**config.mk**
```make
export PLATFORM = sky130hd
export DESIGN_NAME = sdfc_ctrl
export DESIGN_NICKNAME = d
export VERILOG_FILES = /design/src/inc/sdfc_pkg.sv /design/src/logic/sdfc_ctrl.sv
export VERILOG_INCLUDE_DIRS = /design/src /design/src/inc
export SDC_FILE = /design/constraint.sdc
export NUM_CORES = 1
export LEC_CHECK = 0
export ABC_CLOCK_PERIOD_IN_PS = 1750
export BUFFER_PORTS_ARGS = -buffer_cell sky130_fd_sc_hd__buf_2
export CAP_MARGIN = 25
export CORE_MARGIN = 4
export CORE_UTILIZATION = 51
export DETAILED_ROUTE_END_ITERATION = 10
export PLACE_DENSITY = 0.89
export SLEW_MARGIN = 5
export SYNTH_ARGS = -nofsm -noshare
export SYNTH_HDL_FRONTEND = slang
export SYNTH_SLANG_ARGS = --single-unit
```
**constraint.sdc**
```tcl
create_clock -name sys_clk_i -period 1.75 [get_ports sys_clk_i]
set_input_delay 0.175 -clock sys_clk_i [delete_from_list [all_inputs] [get_ports sys_clk_i]]
set_output_delay 0.175 -clock sys_clk_i [all_outputs]
set_load 0.02 [all_outputs]
```
**src/inc/sdfc_consts.svh**
```systemverilog
// offsets, field positions and port widths of the supply/debug/fail-safe control block
`ifndef SDFC_CONSTS_SVH
`define SDFC_CONSTS_SVH
`define SDFC_ADDR_W        4
`define SDFC_DATA_W        8
`define SDFC_OFF_SUPPLY    4'h0
`define SDFC_OFF_UV        4'h1
`define SDFC_OFF_IO        4'h2
`define SDFC_OFF_MUX       4'h3
`define SDFC_OFF_DEBUG     4'h4
`define SDFC_OFF_SAFE      4'h5
`define SDFC_OFF_STATUS    4'h6
// supply register fields
`define SDFC_BUS_EN_BIT    0
`define SDFC_AUX_EN_BIT    1
`define SDFC_AUX_3V3_BIT   2
`define SDFC_AUX_INT_BIT   3
// undervoltage register fields
`define SDFC_UV_INT_BIT    0
`define SDFC_UV_LOWER_BIT  1
// mux register fields
`define SDFC_MUX_LOAD_BIT  3
// debug register fields
`define SDFC_DBG_EXIT_BIT  0
// safe register fields
`define SDFC_SAFE_OVR_BIT  2
// status register fields
`define SDFC_ST_DBG_BIT    0
`define SDFC_ST_AUX_UV_BIT 1
`define SDFC_ST_AUX_OC_BIT 2
`define SDFC_ST_BUS_BIT    3
`define SDFC_ST_AUX_BIT    4
`define SDFC_ST_FAULT_BIT  5
`define SDFC_ZERO8         8'h00
`endif

```
**src/inc/sdfc_pkg.sv**
```systemverilog
// types of the supply/debug/fail-safe control block
package sdfc_pkg;
  typedef enum logic [1:0] {
    IO_INPUT,
    IO_HIGH_SIDE,
    IO_LOW_SIDE,
    IO_HIGH_Z
  } sdfc_io_mode_t;

  typedef enum logic [2:0] {
    MUX_MAIN_SUPPLY,
    MUX_BATTERY_SENSE,
    MUX_IO0,
    MUX_IO1,
    MUX_REFERENCE,
    MUX_DIE_TEMP,
    MUX_REG_CURRENT
  } sdfc_mux_src_t;

  typedef enum {
    ST_INIT_RESET,
    ST_RUN
  } sdfc_phase_t;

  typedef struct packed {
    sdfc_phase_t      phase;
    logic             bus_en;
    logic             aux_en;
    logic             aux_3v3;
    logic             aux_int_en;
    logic             uv_int_sel;
    logic             uv_lower_sel;
    logic [7:0]       io_mode;
    sdfc_mux_src_t    mux_src;
    logic             mux_load;
    logic             debug;
    logic             aux_uv_flag;
    logic             aux_oc_flag;
    logic [1:0]       safe_cfg;
    logic             safe_ovr;
    logic [1:0]       safe_mode;
    logic             fault;
    logic             int_n;
    logic             rst_req;
    logic             wdog_en;
    logic             io_prot_en;
    logic [7:0]       rdata;
  } sdfc_state_t;
endpackage : sdfc_pkg

```
**src/logic/sdfc_ctrl.sv**
```systemverilog
// supply, debug and fail-safe control of a system-basis device
//
// The implementer's own choices: the placing of the registers and the address-and-strobe port.
module sdfc_ctrl (
  input  wire logic       sys_clk_i,
  input  wire logic       rst_n_i,
  input  wire logic [3:0] addr_i,
  input  wire logic [7:0] wdata_i,
  input  wire logic       wr_i,
  input  wire logic       rd_i,
  input  wire logic       debug_window_i,
  input  wire logic [1:0] safe_resistor_cfg_i,
  input  wire logic       aux_uv_i,
  input  wire logic       aux_oc_i,
  input  wire logic       upper_uv_level_i,
  input  wire logic       lower_uv_level_i,
  input  wire logic       normal_mode_i,
  input  wire logic       low_power_i,
  input  wire logic       fault_event_i,
  output logic [7:0]      rdata_o,
  output logic            bus_supply_en_o,
  output logic            aux_supply_en_o,
  output logic            aux_supply_3v3_o,
  output logic [7:0]      io_mode_o,
  output logic            io_prot_en_o,
  output logic [2:0]      analog_select_out_o,
  output logic            mux_active_o,
  output logic            lin_txrx_en_o,
  output logic            mux_load_en_o,
  output logic            debug_active_o,
  output logic            wdog_en_o,
  output logic            uv_int_n_o,
  output logic            uv_rst_req_o,
  output logic [1:0]      safe_mode_o,
  output logic            safe_n_o,
  output logic            safe_oe_o
);
`include "sdfc_consts.svh"

  sdfc_pkg::sdfc_state_t s_q;
  sdfc_pkg::sdfc_state_t s_d;

  function automatic logic hit(input logic [3:0] a, input logic [3:0] off, input logic st);
    hit = st && (a == off);
  endfunction : hit

  always_comb begin
    s_d = s_q;
    s_d.rdata = `SDFC_ZERO8;
    // initial reset phase lasts one cycle after release, then debug window is sampled
    if (s_q.phase == sdfc_pkg::ST_INIT_RESET) begin
      s_d.phase   = sdfc_pkg::ST_RUN;
      s_d.debug   = debug_window_i;
      s_d.bus_en  = debug_window_i;
      s_d.wdog_en = !debug_window_i;
    end else if (s_q.debug && !debug_window_i) begin
      s_d.debug   = 1'b0;
      s_d.wdog_en = 1'b1;
    end
    if (hit(addr_i, `SDFC_OFF_SUPPLY, wr_i)) begin
      s_d.bus_en     = wdata_i[`SDFC_BUS_EN_BIT];
      s_d.aux_en     = wdata_i[`SDFC_AUX_EN_BIT];
      s_d.aux_3v3    = wdata_i[`SDFC_AUX_3V3_BIT];
      s_d.aux_int_en = wdata_i[`SDFC_AUX_INT_BIT];
    end
    if (hit(addr_i, `SDFC_OFF_UV, wr_i)) begin
      s_d.uv_int_sel   = wdata_i[`SDFC_UV_INT_BIT];
      s_d.uv_lower_sel = wdata_i[`SDFC_UV_LOWER_BIT];
    end
    if (hit(addr_i, `SDFC_OFF_IO, wr_i)) begin
      s_d.io_mode = wdata_i;
    end
    if (hit(addr_i, `SDFC_OFF_MUX, wr_i)) begin
      s_d.mux_load = wdata_i[`SDFC_MUX_LOAD_BIT];
      if (s_q.bus_en && wdata_i[2:0] != 3'h7) begin
        s_d.mux_src = sdfc_pkg::sdfc_mux_src_t'(wdata_i[2:0]);
      end
    end
    // exit command wins over debug window still present
    if (hit(addr_i, `SDFC_OFF_DEBUG, wr_i) && wdata_i[`SDFC_DBG_EXIT_BIT]
        && s_q.phase == sdfc_pkg::ST_RUN) begin
      s_d.debug   = 1'b0;
      s_d.wdog_en = 1'b1;
    end
    if (hit(addr_i, `SDFC_OFF_SAFE, wr_i)) begin
      s_d.safe_cfg = wdata_i[1:0];
      s_d.safe_ovr = wdata_i[`SDFC_SAFE_OVR_BIT];
    end
    // status flags: clear by writing one, a new event wins over the clear
    if (hit(addr_i, `SDFC_OFF_STATUS, wr_i)) begin
      if (wdata_i[`SDFC_ST_AUX_UV_BIT]) s_d.aux_uv_flag = 1'b0;
      if (wdata_i[`SDFC_ST_AUX_OC_BIT]) s_d.aux_oc_flag = 1'b0;
      if (wdata_i[`SDFC_ST_FAULT_BIT]) s_d.fault = 1'b0;
    end
    if (aux_uv_i) s_d.aux_uv_flag = 1'b1;
    if (aux_oc_i) s_d.aux_oc_flag = 1'b1;
    if (aux_uv_i || aux_oc_i) begin
      s_d.aux_en = 1'b0;
    end
    if (fault_event_i) s_d.fault = 1'b1;
    // fail-safe selection: command overrides; resistor ignored in debug
    if (s_d.safe_ovr) begin
      s_d.safe_mode = s_d.safe_cfg;
    end else if (!s_d.debug) begin
      s_d.safe_mode = safe_resistor_cfg_i;
    end
    // undervoltage: upper level gives interrupt or reset; lower always resets
    if (s_q.uv_lower_sel && normal_mode_i) begin
      s_d.int_n   = !upper_uv_level_i;
      s_d.rst_req = lower_uv_level_i;
    end else begin
      s_d.int_n   = !(upper_uv_level_i && s_q.uv_int_sel);
      s_d.rst_req = (upper_uv_level_i && !s_q.uv_int_sel) || lower_uv_level_i;
    end
    if (s_q.aux_int_en && (aux_uv_i || aux_oc_i)) begin
      s_d.int_n = 1'b0;
    end
    s_d.io_prot_en = !low_power_i;
    if (rd_i) begin
      unique case (addr_i)
        `SDFC_OFF_SUPPLY: s_d.rdata = {4'h0, s_q.aux_int_en, s_q.aux_3v3, s_q.aux_en, s_q.bus_en};
        `SDFC_OFF_UV:     s_d.rdata = {6'h00, s_q.uv_lower_sel, s_q.uv_int_sel};
        `SDFC_OFF_IO:     s_d.rdata = s_q.io_mode;
        `SDFC_OFF_MUX:    s_d.rdata = {4'h0, s_q.mux_load, s_q.mux_src};
        `SDFC_OFF_DEBUG:  s_d.rdata = {7'h00, s_q.debug};
        `SDFC_OFF_SAFE:   s_d.rdata = {3'h0, s_q.safe_mode, s_q.safe_ovr, s_q.safe_cfg};
        `SDFC_OFF_STATUS: s_d.rdata = {2'h0, s_q.fault, s_q.aux_en, s_q.bus_en,
                                       s_q.aux_oc_flag, s_q.aux_uv_flag, s_q.debug};
        default:          s_d.rdata = `SDFC_ZERO8;
      endcase
    end
  end

  always_ff @(posedge sys_clk_i or negedge rst_n_i) begin
    if (!rst_n_i) begin
      s_q <= '0;
      s_q.int_n <= 1'b1;
      s_q.wdog_en <= 1'b1;
      s_q.io_prot_en <= 1'b1;
    end else begin
      s_q <= s_d;
    end
  end

  assign rdata_o             = s_q.rdata;
  assign bus_supply_en_o     = s_q.bus_en;
  assign aux_supply_en_o     = s_q.aux_en;
  assign aux_supply_3v3_o    = s_q.aux_3v3;
  assign io_mode_o           = s_q.io_mode;
  assign io_prot_en_o        = s_q.io_prot_en;
  assign analog_select_out_o = s_q.mux_src;
  assign mux_active_o        = s_q.bus_en;
  assign lin_txrx_en_o       = s_q.bus_en;
  assign mux_load_en_o       = s_q.mux_load;
  assign debug_active_o      = s_q.debug;
  assign wdog_en_o           = s_q.wdog_en;
  assign uv_int_n_o          = s_q.int_n;
  assign uv_rst_req_o        = s_q.rst_req;
  assign safe_mode_o         = s_q.safe_mode;
  assign safe_n_o            = 1'b0;
  assign safe_oe_o           = s_q.fault;

  mux_gate_a: assert property (@(posedge sys_clk_i) disable iff (!rst_n_i)
    (wr_i && addr_i == `SDFC_OFF_MUX && !bus_supply_en_o)
      |=> $stable(analog_select_out_o))
    else $error("mux source changed while bus rail off");
  aux_trip_a: assert property (@(posedge sys_clk_i) disable iff (!rst_n_i)
    (aux_uv_i || aux_oc_i) |=> !aux_supply_en_o)
    else $error("aux supply not disabled on trip");
  aux_flag_a: assert property (@(posedge sys_clk_i) disable iff (!rst_n_i)
    aux_uv_i |=> s_q.aux_uv_flag)
    else $error("aux undervoltage flag not set");
  safe_low_a: assert property (@(posedge sys_clk_i) disable iff (!rst_n_i)
    fault_event_i |=> safe_oe_o && !safe_n_o)
    else $error("fail-safe output not driven low");
  debug_exit_a: assert property (@(posedge sys_clk_i) disable iff (!rst_n_i)
    (debug_active_o && !debug_window_i) |=> !debug_active_o && wdog_en_o)
    else $error("debug not left when window lost");
  debug_cmd_a: assert property (@(posedge sys_clk_i) disable iff (!rst_n_i)
    (wr_i && addr_i == `SDFC_OFF_DEBUG && wdata_i[0] && s_q.phase == sdfc_pkg::ST_RUN)
      |=> !debug_active_o)
    else $error("debug exit command ignored");
  debug_wdog_a: assert property (@(posedge sys_clk_i) disable iff (!rst_n_i)
    debug_active_o |-> !wdog_en_o)
    else $error("watchdog running in debug");
  safe_cmd_a: assert property (@(posedge sys_clk_i) disable iff (!rst_n_i)
    s_q.safe_ovr |-> safe_mode_o == s_q.safe_cfg)
    else $error("command fail-safe config not applied");
  uv_lower_a: assert property (@(posedge sys_clk_i) disable iff (!rst_n_i)
    (s_q.uv_lower_sel && normal_mode_i && upper_uv_level_i && !lower_uv_level_i)
      |=> !uv_int_n_o && !uv_rst_req_o)
    else $error("upper level crossing misreported");
  prot_lp_a: assert property (@(posedge sys_clk_i) disable iff (!rst_n_i)
    low_power_i |=> !io_prot_en_o)
    else $error("io protection on in low power");

  // bus rail: moves only on a host write or on leaving the initial reset phase
  bus_on_a: assert property (@(posedge sys_clk_i) disable iff (!rst_n_i)
    (wr_i && addr_i == `SDFC_OFF_SUPPLY && wdata_i[`SDFC_BUS_EN_BIT])
      |=> bus_supply_en_o)
    else $error("bus rail write not applied");

  bus_off_a: assert property (@(posedge sys_clk_i) disable iff (!rst_n_i)
    (wr_i && addr_i == `SDFC_OFF_SUPPLY && !wdata_i[`SDFC_BUS_EN_BIT])
      |=> !bus_supply_en_o)
    else $error("bus rail not switched off");

  bus_hold_a: assert property (@(posedge sys_clk_i) disable iff (!rst_n_i)
    (!bus_supply_en_o && s_q.phase == sdfc_pkg::ST_RUN && !(wr_i && addr_i == `SDFC_OFF_SUPPLY))
      |=> !bus_supply_en_o)
    else $error("bus rail came on without a write");

  dbg_rail_a: assert property (@(posedge sys_clk_i) disable iff (!rst_n_i)
    (s_q.phase == sdfc_pkg::ST_INIT_RESET && debug_window_i && !(wr_i && addr_i == `SDFC_OFF_SUPPLY))
      |=> bus_supply_en_o)
    else $error("bus rail not on by default in debug");

  // aux supply: host switch, level choice and trip handling
  aux_off_a: assert property (@(posedge sys_clk_i) disable iff (!rst_n_i)
    (!aux_supply_en_o && !(wr_i && addr_i == `SDFC_OFF_SUPPLY))
      |=> !aux_supply_en_o)
    else $error("aux supply came on without a write");

  aux_on_a: assert property (@(posedge sys_clk_i) disable iff (!rst_n_i)
    (wr_i && addr_i == `SDFC_OFF_SUPPLY && wdata_i[`SDFC_AUX_EN_BIT] && !aux_uv_i && !aux_oc_i)
      |=> aux_supply_en_o)
    else $error("aux supply write not applied");

  aux_3v3_a: assert property (@(posedge sys_clk_i) disable iff (!rst_n_i)
    (wr_i && addr_i == `SDFC_OFF_SUPPLY && wdata_i[`SDFC_AUX_3V3_BIT])
      |=> aux_supply_3v3_o)
    else $error("aux low level not selected");

  aux_5v0_a: assert property (@(posedge sys_clk_i) disable iff (!rst_n_i)
    (wr_i && addr_i == `SDFC_OFF_SUPPLY && !wdata_i[`SDFC_AUX_3V3_BIT])
      |=> !aux_supply_3v3_o)
    else $error("aux high level not selected");

  aux_oc_a: assert property (@(posedge sys_clk_i) disable iff (!rst_n_i)
    aux_oc_i |=> s_q.aux_oc_flag)
    else $error("aux overcurrent flag not set");

  aux_int_a: assert property (@(posedge sys_clk_i) disable iff (!rst_n_i)
    (s_q.aux_int_en && (aux_uv_i || aux_oc_i))
      |=> !uv_int_n_o)
    else $error("aux trip interrupt missing");

  aux_keep_a: assert property (@(posedge sys_clk_i) disable iff (!rst_n_i)
    (s_q.aux_uv_flag && !(wr_i && addr_i == `SDFC_OFF_STATUS))
      |=> s_q.aux_uv_flag)
    else $error("aux undervoltage flag lost");

  aux_clr_a: assert property (@(posedge sys_clk_i) disable iff (!rst_n_i)
    (wr_i && addr_i == `SDFC_OFF_STATUS && wdata_i[`SDFC_ST_AUX_UV_BIT] && !aux_uv_i)
      |=> !s_q.aux_uv_flag)
    else $error("aux undervoltage flag not cleared");

  // main supply undervoltage reporting
  uv_reset_a: assert property (@(posedge sys_clk_i) disable iff (!rst_n_i)
    (!s_q.uv_lower_sel && !s_q.uv_int_sel && upper_uv_level_i)
      |=> uv_rst_req_o)
    else $error("upper level did not request reset");

  uv_intr_a: assert property (@(posedge sys_clk_i) disable iff (!rst_n_i)
    (!s_q.uv_lower_sel && s_q.uv_int_sel && upper_uv_level_i && !lower_uv_level_i)
      |=> !uv_int_n_o && !uv_rst_req_o)
    else $error("upper level did not interrupt");

  uv_deep_a: assert property (@(posedge sys_clk_i) disable iff (!rst_n_i)
    (s_q.uv_lower_sel && normal_mode_i && lower_uv_level_i)
      |=> uv_rst_req_o)
    else $error("lower level did not request reset");

  // io pins and their protection
  io_write_a: assert property (@(posedge sys_clk_i) disable iff (!rst_n_i)
    (wr_i && addr_i == `SDFC_OFF_IO)
      |=> io_mode_o == $past(wdata_i))
    else $error("io mode write not applied");

  io_hold_a: assert property (@(posedge sys_clk_i) disable iff (!rst_n_i)
    !(wr_i && addr_i == `SDFC_OFF_IO)
      |=> $stable(io_mode_o))
    else $error("io mode changed without a write");

  prot_on_a: assert property (@(posedge sys_clk_i) disable iff (!rst_n_i)
    !low_power_i |=> io_prot_en_o)
    else $error("io protection off outside low power");

  // analog mux selection and load
  mux_code_a: assert property (@(posedge sys_clk_i) disable iff (!rst_n_i)
    analog_select_out_o != 3'h7)
    else $error("unused mux code selected");

  mux_take_a: assert property (@(posedge sys_clk_i) disable iff (!rst_n_i)
    (wr_i && addr_i == `SDFC_OFF_MUX && bus_supply_en_o && wdata_i[2:0] != 3'h7)
      |=> {5'h00, analog_select_out_o} == ($past(wdata_i) & 8'h07))
    else $error("mux source write not applied");

  mux_hold_a: assert property (@(posedge sys_clk_i) disable iff (!rst_n_i)
    !(wr_i && addr_i == `SDFC_OFF_MUX)
      |=> $stable(analog_select_out_o))
    else $error("mux source changed without a write");

  load_on_a: assert property (@(posedge sys_clk_i) disable iff (!rst_n_i)
    (wr_i && addr_i == `SDFC_OFF_MUX && wdata_i[`SDFC_MUX_LOAD_BIT])
      |=> mux_load_en_o)
    else $error("load resistor not connected");

  load_off_a: assert property (@(posedge sys_clk_i) disable iff (!rst_n_i)
    (wr_i && addr_i == `SDFC_OFF_MUX && !wdata_i[`SDFC_MUX_LOAD_BIT])
      |=> !mux_load_en_o)
    else $error("load resistor not released");

  // debug entry, flag and watchdog
  dbg_enter_a: assert property (@(posedge sys_clk_i) disable iff (!rst_n_i)
    (s_q.phase == sdfc_pkg::ST_INIT_RESET)
      |=> debug_active_o == $past(debug_window_i))
    else $error("debug window not sampled at entry");

  dbg_late_a: assert property (@(posedge sys_clk_i) disable iff (!rst_n_i)
    (!debug_active_o && s_q.phase == sdfc_pkg::ST_RUN)
      |=> !debug_active_o)
    else $error("debug entered after initial phase");

  dbg_read_a: assert property (@(posedge sys_clk_i) disable iff (!rst_n_i)
    (rd_i && addr_i == `SDFC_OFF_STATUS)
      |=> rdata_o[`SDFC_ST_DBG_BIT] == $past(debug_active_o))
    else $error("debug flag misreported");

  wdog_run_a: assert property (@(posedge sys_clk_i) disable iff (!rst_n_i)
    (!debug_active_o && s_q.phase == sdfc_pkg::ST_RUN)
      |-> wdog_en_o)
    else $error("watchdog idle outside debug");

  // fail-safe configuration and output
  safe_res_a: assert property (@(posedge sys_clk_i) disable iff (!rst_n_i)
    1'b1
      |=> s_q.safe_ovr || debug_active_o || safe_mode_o == $past(safe_resistor_cfg_i))
    else $error("resistor fail-safe config not tracked");

  safe_dbg_a: assert property (@(posedge sys_clk_i) disable iff (!rst_n_i)
    (debug_active_o && !s_q.safe_ovr)
      |=> s_q.safe_ovr || !debug_active_o || $stable(safe_mode_o))
    else $error("resistor changed fail-safe config in debug");

  fault_hold_a: assert property (@(posedge sys_clk_i) disable iff (!rst_n_i)
    (safe_oe_o && !(wr_i && addr_i == `SDFC_OFF_STATUS))
      |=> safe_oe_o)
    else $error("fail-safe output released without clear");
endmodule : sdfc_ctrl

```
# --- Yosys cells after proc, flatten, opt, wreduce, memory -nomap -nowiden ---
# Index checks and enable logic that the tools add are counted.
totals:
  regBits: 40
  inputBits: 26
  out_inout_bits: 34
  wordCells: 91
op_classes:
  eq_ne: 8
  mux: 24
  reduce_logical: 37
op_table:
  columns: ["op", "count"]
  rows:
  - ["8-bit case mux with 7 select lines", 1]
  - ["32-bit zero test", 1]
  - ["1-bit 2-to-1 mux", 16]
  - ["2-bit nonzero test", 8]
  - ["1-bit logical AND", 15]
  - ["4-bit by 3-bit equality test with 1-bit output (second input constant)", 3]
  - ["4-bit by 2-bit equality test with 1-bit output (second input constant)", 2]
  - ["2-bit 2-to-1 mux", 4]
  - ["8-bit 2-to-1 mux", 1]
  - ["2-bit AND reduction", 4]
  - ["1-bit zero test", 5]
  - ["4-bit by 1-bit equality test with 1-bit output (second input constant)", 1]
  - ["4-bit zero test", 1]
  - ["4-bit 2-to-1 mux", 1]
  - ["3-bit 2-to-1 mux", 1]
  - ["3-bit inequality test (second input constant)", 1]
  - ["3-bit nonzero test", 1]
  - ["1-bit logical OR", 2]
  - ["2-bit inequality test (second input constant)", 1]

# --- Depth between registers and ports, before layout ---
logic_depth:
  word_depth: 7
  mapped_depth: 5
  mapped_depth_nobuf: 4

# --- Worst setup path before layout ---
# No wires, ideal clock.
synth_path:
  path_kind: "reg2reg"
  from: "reg s_q, in the netlist debug_active_o"
  to: "reg s_q, in the netlist safe_mode_o[0]"
  setup_ns: 0.125
  arrival_ns: 1.357
  required_ns: 1.625
  setup_slack_ns: 0.268
  stages_incl_launch_ff: 5
  n_path_buf: 0
  period_less_slack_ns: 1.482
  path_cell_list: "dfrtp_1 > nand2b_1 > o311a_4 > mux2_1 > mux2_4"
synth_rtl:
  columns: ["item", "line_no", "rtl"]
  rows:
  - ["start: declaration", "sdfc_ctrl.sv:40", "sdfc_pkg::sdfc_state_t s_q;"]

==> impl_metrics.toml <==
[place]
place_congestion = 0.884
port_buffers = 58
dp_hpwl_um = 3070
placedCellCount = 262

[route]
vias_per_cell = 5.38
vias = 1464
ant_nets = 0
wl_um = 4140
drcViolationCount = 0
drt_iter0_drc = 90
wire_per_inst_um = 15.2
drt_first_pass_iters = 5

[power_and_ir_drop]
p_int_uw = 1840
p_switching_uw = 755
ir_drop_v = 0.000559
p_leak_uw = 0.00117
p_seq_frac = 0.456
power_density_mw_per_mm2 = 1100
sw_frac_of_total = 0.291
comb_power_share = 0.230
clkPwrFrac = 0.315

[timing]
setup_tns_ns = 0
max_freq_ghz = 0.672
period_share = 0.851
max_slew_margin = 0.542
rsz0062_at_grt = "false"
setup_viol_count_final = 0
fin_crit_ns = 1.49
hold_viol = 0
finClkSkew_ns = 0.00866
worstMarginPinSlew_ns = 0.687
drv_slew = 0

[synthesis]
synthAdderAreaFrac = 0
synth_compound_area_frac = 0.0968
synth_fp_nets = 203
netlist.area_leader.share = 0.462
yosys.area_share.simple = 0.130
yosysWarnings = 0
ys_ff_latch = 40
ys_types = 38
seq_area_frac_synth = 0.502
synth_area_mm2 = 0.00200
synthTopCellsByArea = "dfrtp_1 (46%), buf_4 (9.0%), mux2_2 (9.0%)"
synth_cells = 177
synth_mux_area_frac = 0.159
synth.largest_area_cell = "dfrtp_1"
synth_xor_area_frac = 0
avgSynthCellArea_um2 = 11.3
synth_top_family_by_area = "multiplexers"

[clocking]
cts_buffers = 5
cts_max_path_buffers = 2
ctsHtreeMaxLevel = 2
cts_tree = "yes"
clock_latency_ns = 0.30
cts.sinks = 40
clk_pin_slew_ns = 0.08
root_buffer = "clkbuf_8"

[grt]
antenna_found_initial = 0
grt_pass1_vias = 1473
gr-usage-all-layers = 0.171
grt_overflow_total = 0
grt_pass1_wl_um = 6670
grt_max_degree = 33

[run_status]
outcome = "finished clean"

[critical_path]
critical_path_class = "flop to flop"
cp.required_ns = 1.94
endpoint_kind = "flop"
critPathArrivalTime_ns = 1.67
start_kind = "flop"
cp_max_fo = 4

[cells_and_area]
nets = 249
instances_no_fill = 272
drive_gt1_frac = 0.438
diodes = 0
num-fill-cells = 293
area_growth_pct = 17.7

[floorplan]
start_util = 0.539
num_io_pins = 60
die_w_um = 70.7
core-area_mm2 = 0.00372
die_h_um = 70.7
dieArea_mm2 = 0.00499
num_rows = 22

[hold_path]
hold_path_class = "input pin to flop"

[job]
cap_violations = 0
==> state kept, by name, indices dropped and copies added (netlist names), 2 cells and up <==
register,cells
safe_mode_o,2
analog_select_out_o,3
rdata_o,8
io_mode_o,8
s_q,9
==> synthesized netlist by cell type <==
cell type	n
a211o_1	2
a21o_1	4
a21oi_1	6
a221oi_1	1
a222oi_1	1
a22oi_1	2
a31oi_1	2
and3_1	1
and3b_1	2
and4_1	2
buf_1	1
buf_4	24
clkbuf_1	3
conb_1	2
dfrtp_1	37
dfstp_2	3
inv_1	6
mux2_1	2
mux2_2	16
mux2_4	2
mux2i_1	6
mux4_1	1
nand2_1	13
nand2b_1	3
nand3_1	4
nand3b_1	1
nand3b_4	1
nand4_1	1
nor2_1	10
nor2b_1	1
nor3_1	4
nor3b_1	2
o21a_1	1
o21ai_0	3
o22a_1	3
o311a_4	1
or2_1	1
or2_2	2
==> critical path, stage by stage (launching register included) <==
cell and delay [ns]:
dfrtp_1 0.40, nand2_1 0.08, o311a_4 0.32, mux2_1 0.32, mux2_4 0.26
==> layout make-up <==
cell class	instances	area, um2	area share
Sequential cell	40	1000	0.426
Multi-Input combinational cell	103	781	0.331
Timing Repair Buffer	67	363	0.154
Clock buffer	7	96.3	0.0409
Tap cell	48	60.1	0.0255
Clock inverter	1	30.0	0.0127
Inverter	6	22.5	0.00955
==> power by group through the flow <==
stage / clock [uW] / sequential [uW] / combinational [uW]
final: 816 / 1180 / 596
after global routing: 848 / 1200 / 644
after CTS: 820 / 1180 / 604
after detailed placement: 0 / 1190 / 598
after global placement: 0 / 1190 / 589
after floorplan: 0 / 1200 / 470
==> layer usage <==
layer | routed length [um] | global-route usage
met3 | 352 | 0.0369
met1 | 1750 | 0.215
met5 | 0 | 0
met4 | 80 | 0.0752
met2 | 1960 | 0.284
==> metrics by stage <==
stage               utilization  cell area, um2  worst slack [ns]  total power (uW)  hold slack [ns]
floorplan                     -            2000             0.268              1670           -0.121
global placement          0.595            2210             0.129              1780            0.253
detailed placement        0.595            2210            0.0786              1790            0.260
CTS                       0.634            2360             0.255              2600           0.0548
global route              0.634            2360             0.188              2690           0.0630
finish                    0.634            2360             0.261              2590           0.0513
==> timing repair <==
item,4_1_cts,5_1_grt
gates resized for setup,0,0
hold buffers,2,0
endpoints found under the hold margin,29,0
setup buffers,0,0
==> path summary, 6_finish.rpt <==
check | startpoint | slack, ns | cells past startpoint | endpoint
setup / recovery | s_q[39] | 0.26 | 4 | safe_mode_o[1]
hold / removal | fault_event_i | 0.05 | 2 | safe_oe_o
setup reg to reg | s_q[39] | 0.26 | 4 | safe_mode_o[1]
hold reg to reg | s_q[18] | 0.51 | 1 | s_q[18]
max in group asynchronous | rst_n_i | 0.72 | 3 | rdata_o[0]
min in group asynchronous | rst_n_i | 0.45 | 2 | analog_select_out_o[1]
==> cell families after synthesis <==
group,Yosys count
and+or+nand+nor,48
DFF,40
buffers and inverters,34
muxes,27
AOI/OAI and AO/OA,26
other,2
==> cell usage in the layout, fill, tap and decap left out, drive strengths merged <==
master / count
and4: 2
a211o: 2
nand3b: 2
and3b: 2
or2: 3
nand2: 13
nor3b: 2
nand2b: 3
and3: 1
a222oi: 1
nor3: 4
bufinv: 1
buf: 65
mux4: 1
nand4: 1
nor2b: 1
clkbuf: 7
o22a: 3
o21a: 1
a21o: 4
inv: 6
a31oi: 2
dlygate4sd3: 2
dfrtp: 37
dfstp: 3
mux2: 20
a22oi: 2
conb: 2
mux2i: 6
a21oi: 6
a221oi: 1
nand3: 4
nor2: 10
o21ai: 3
o311a: 1
Power figures use the tool's default switching activity.
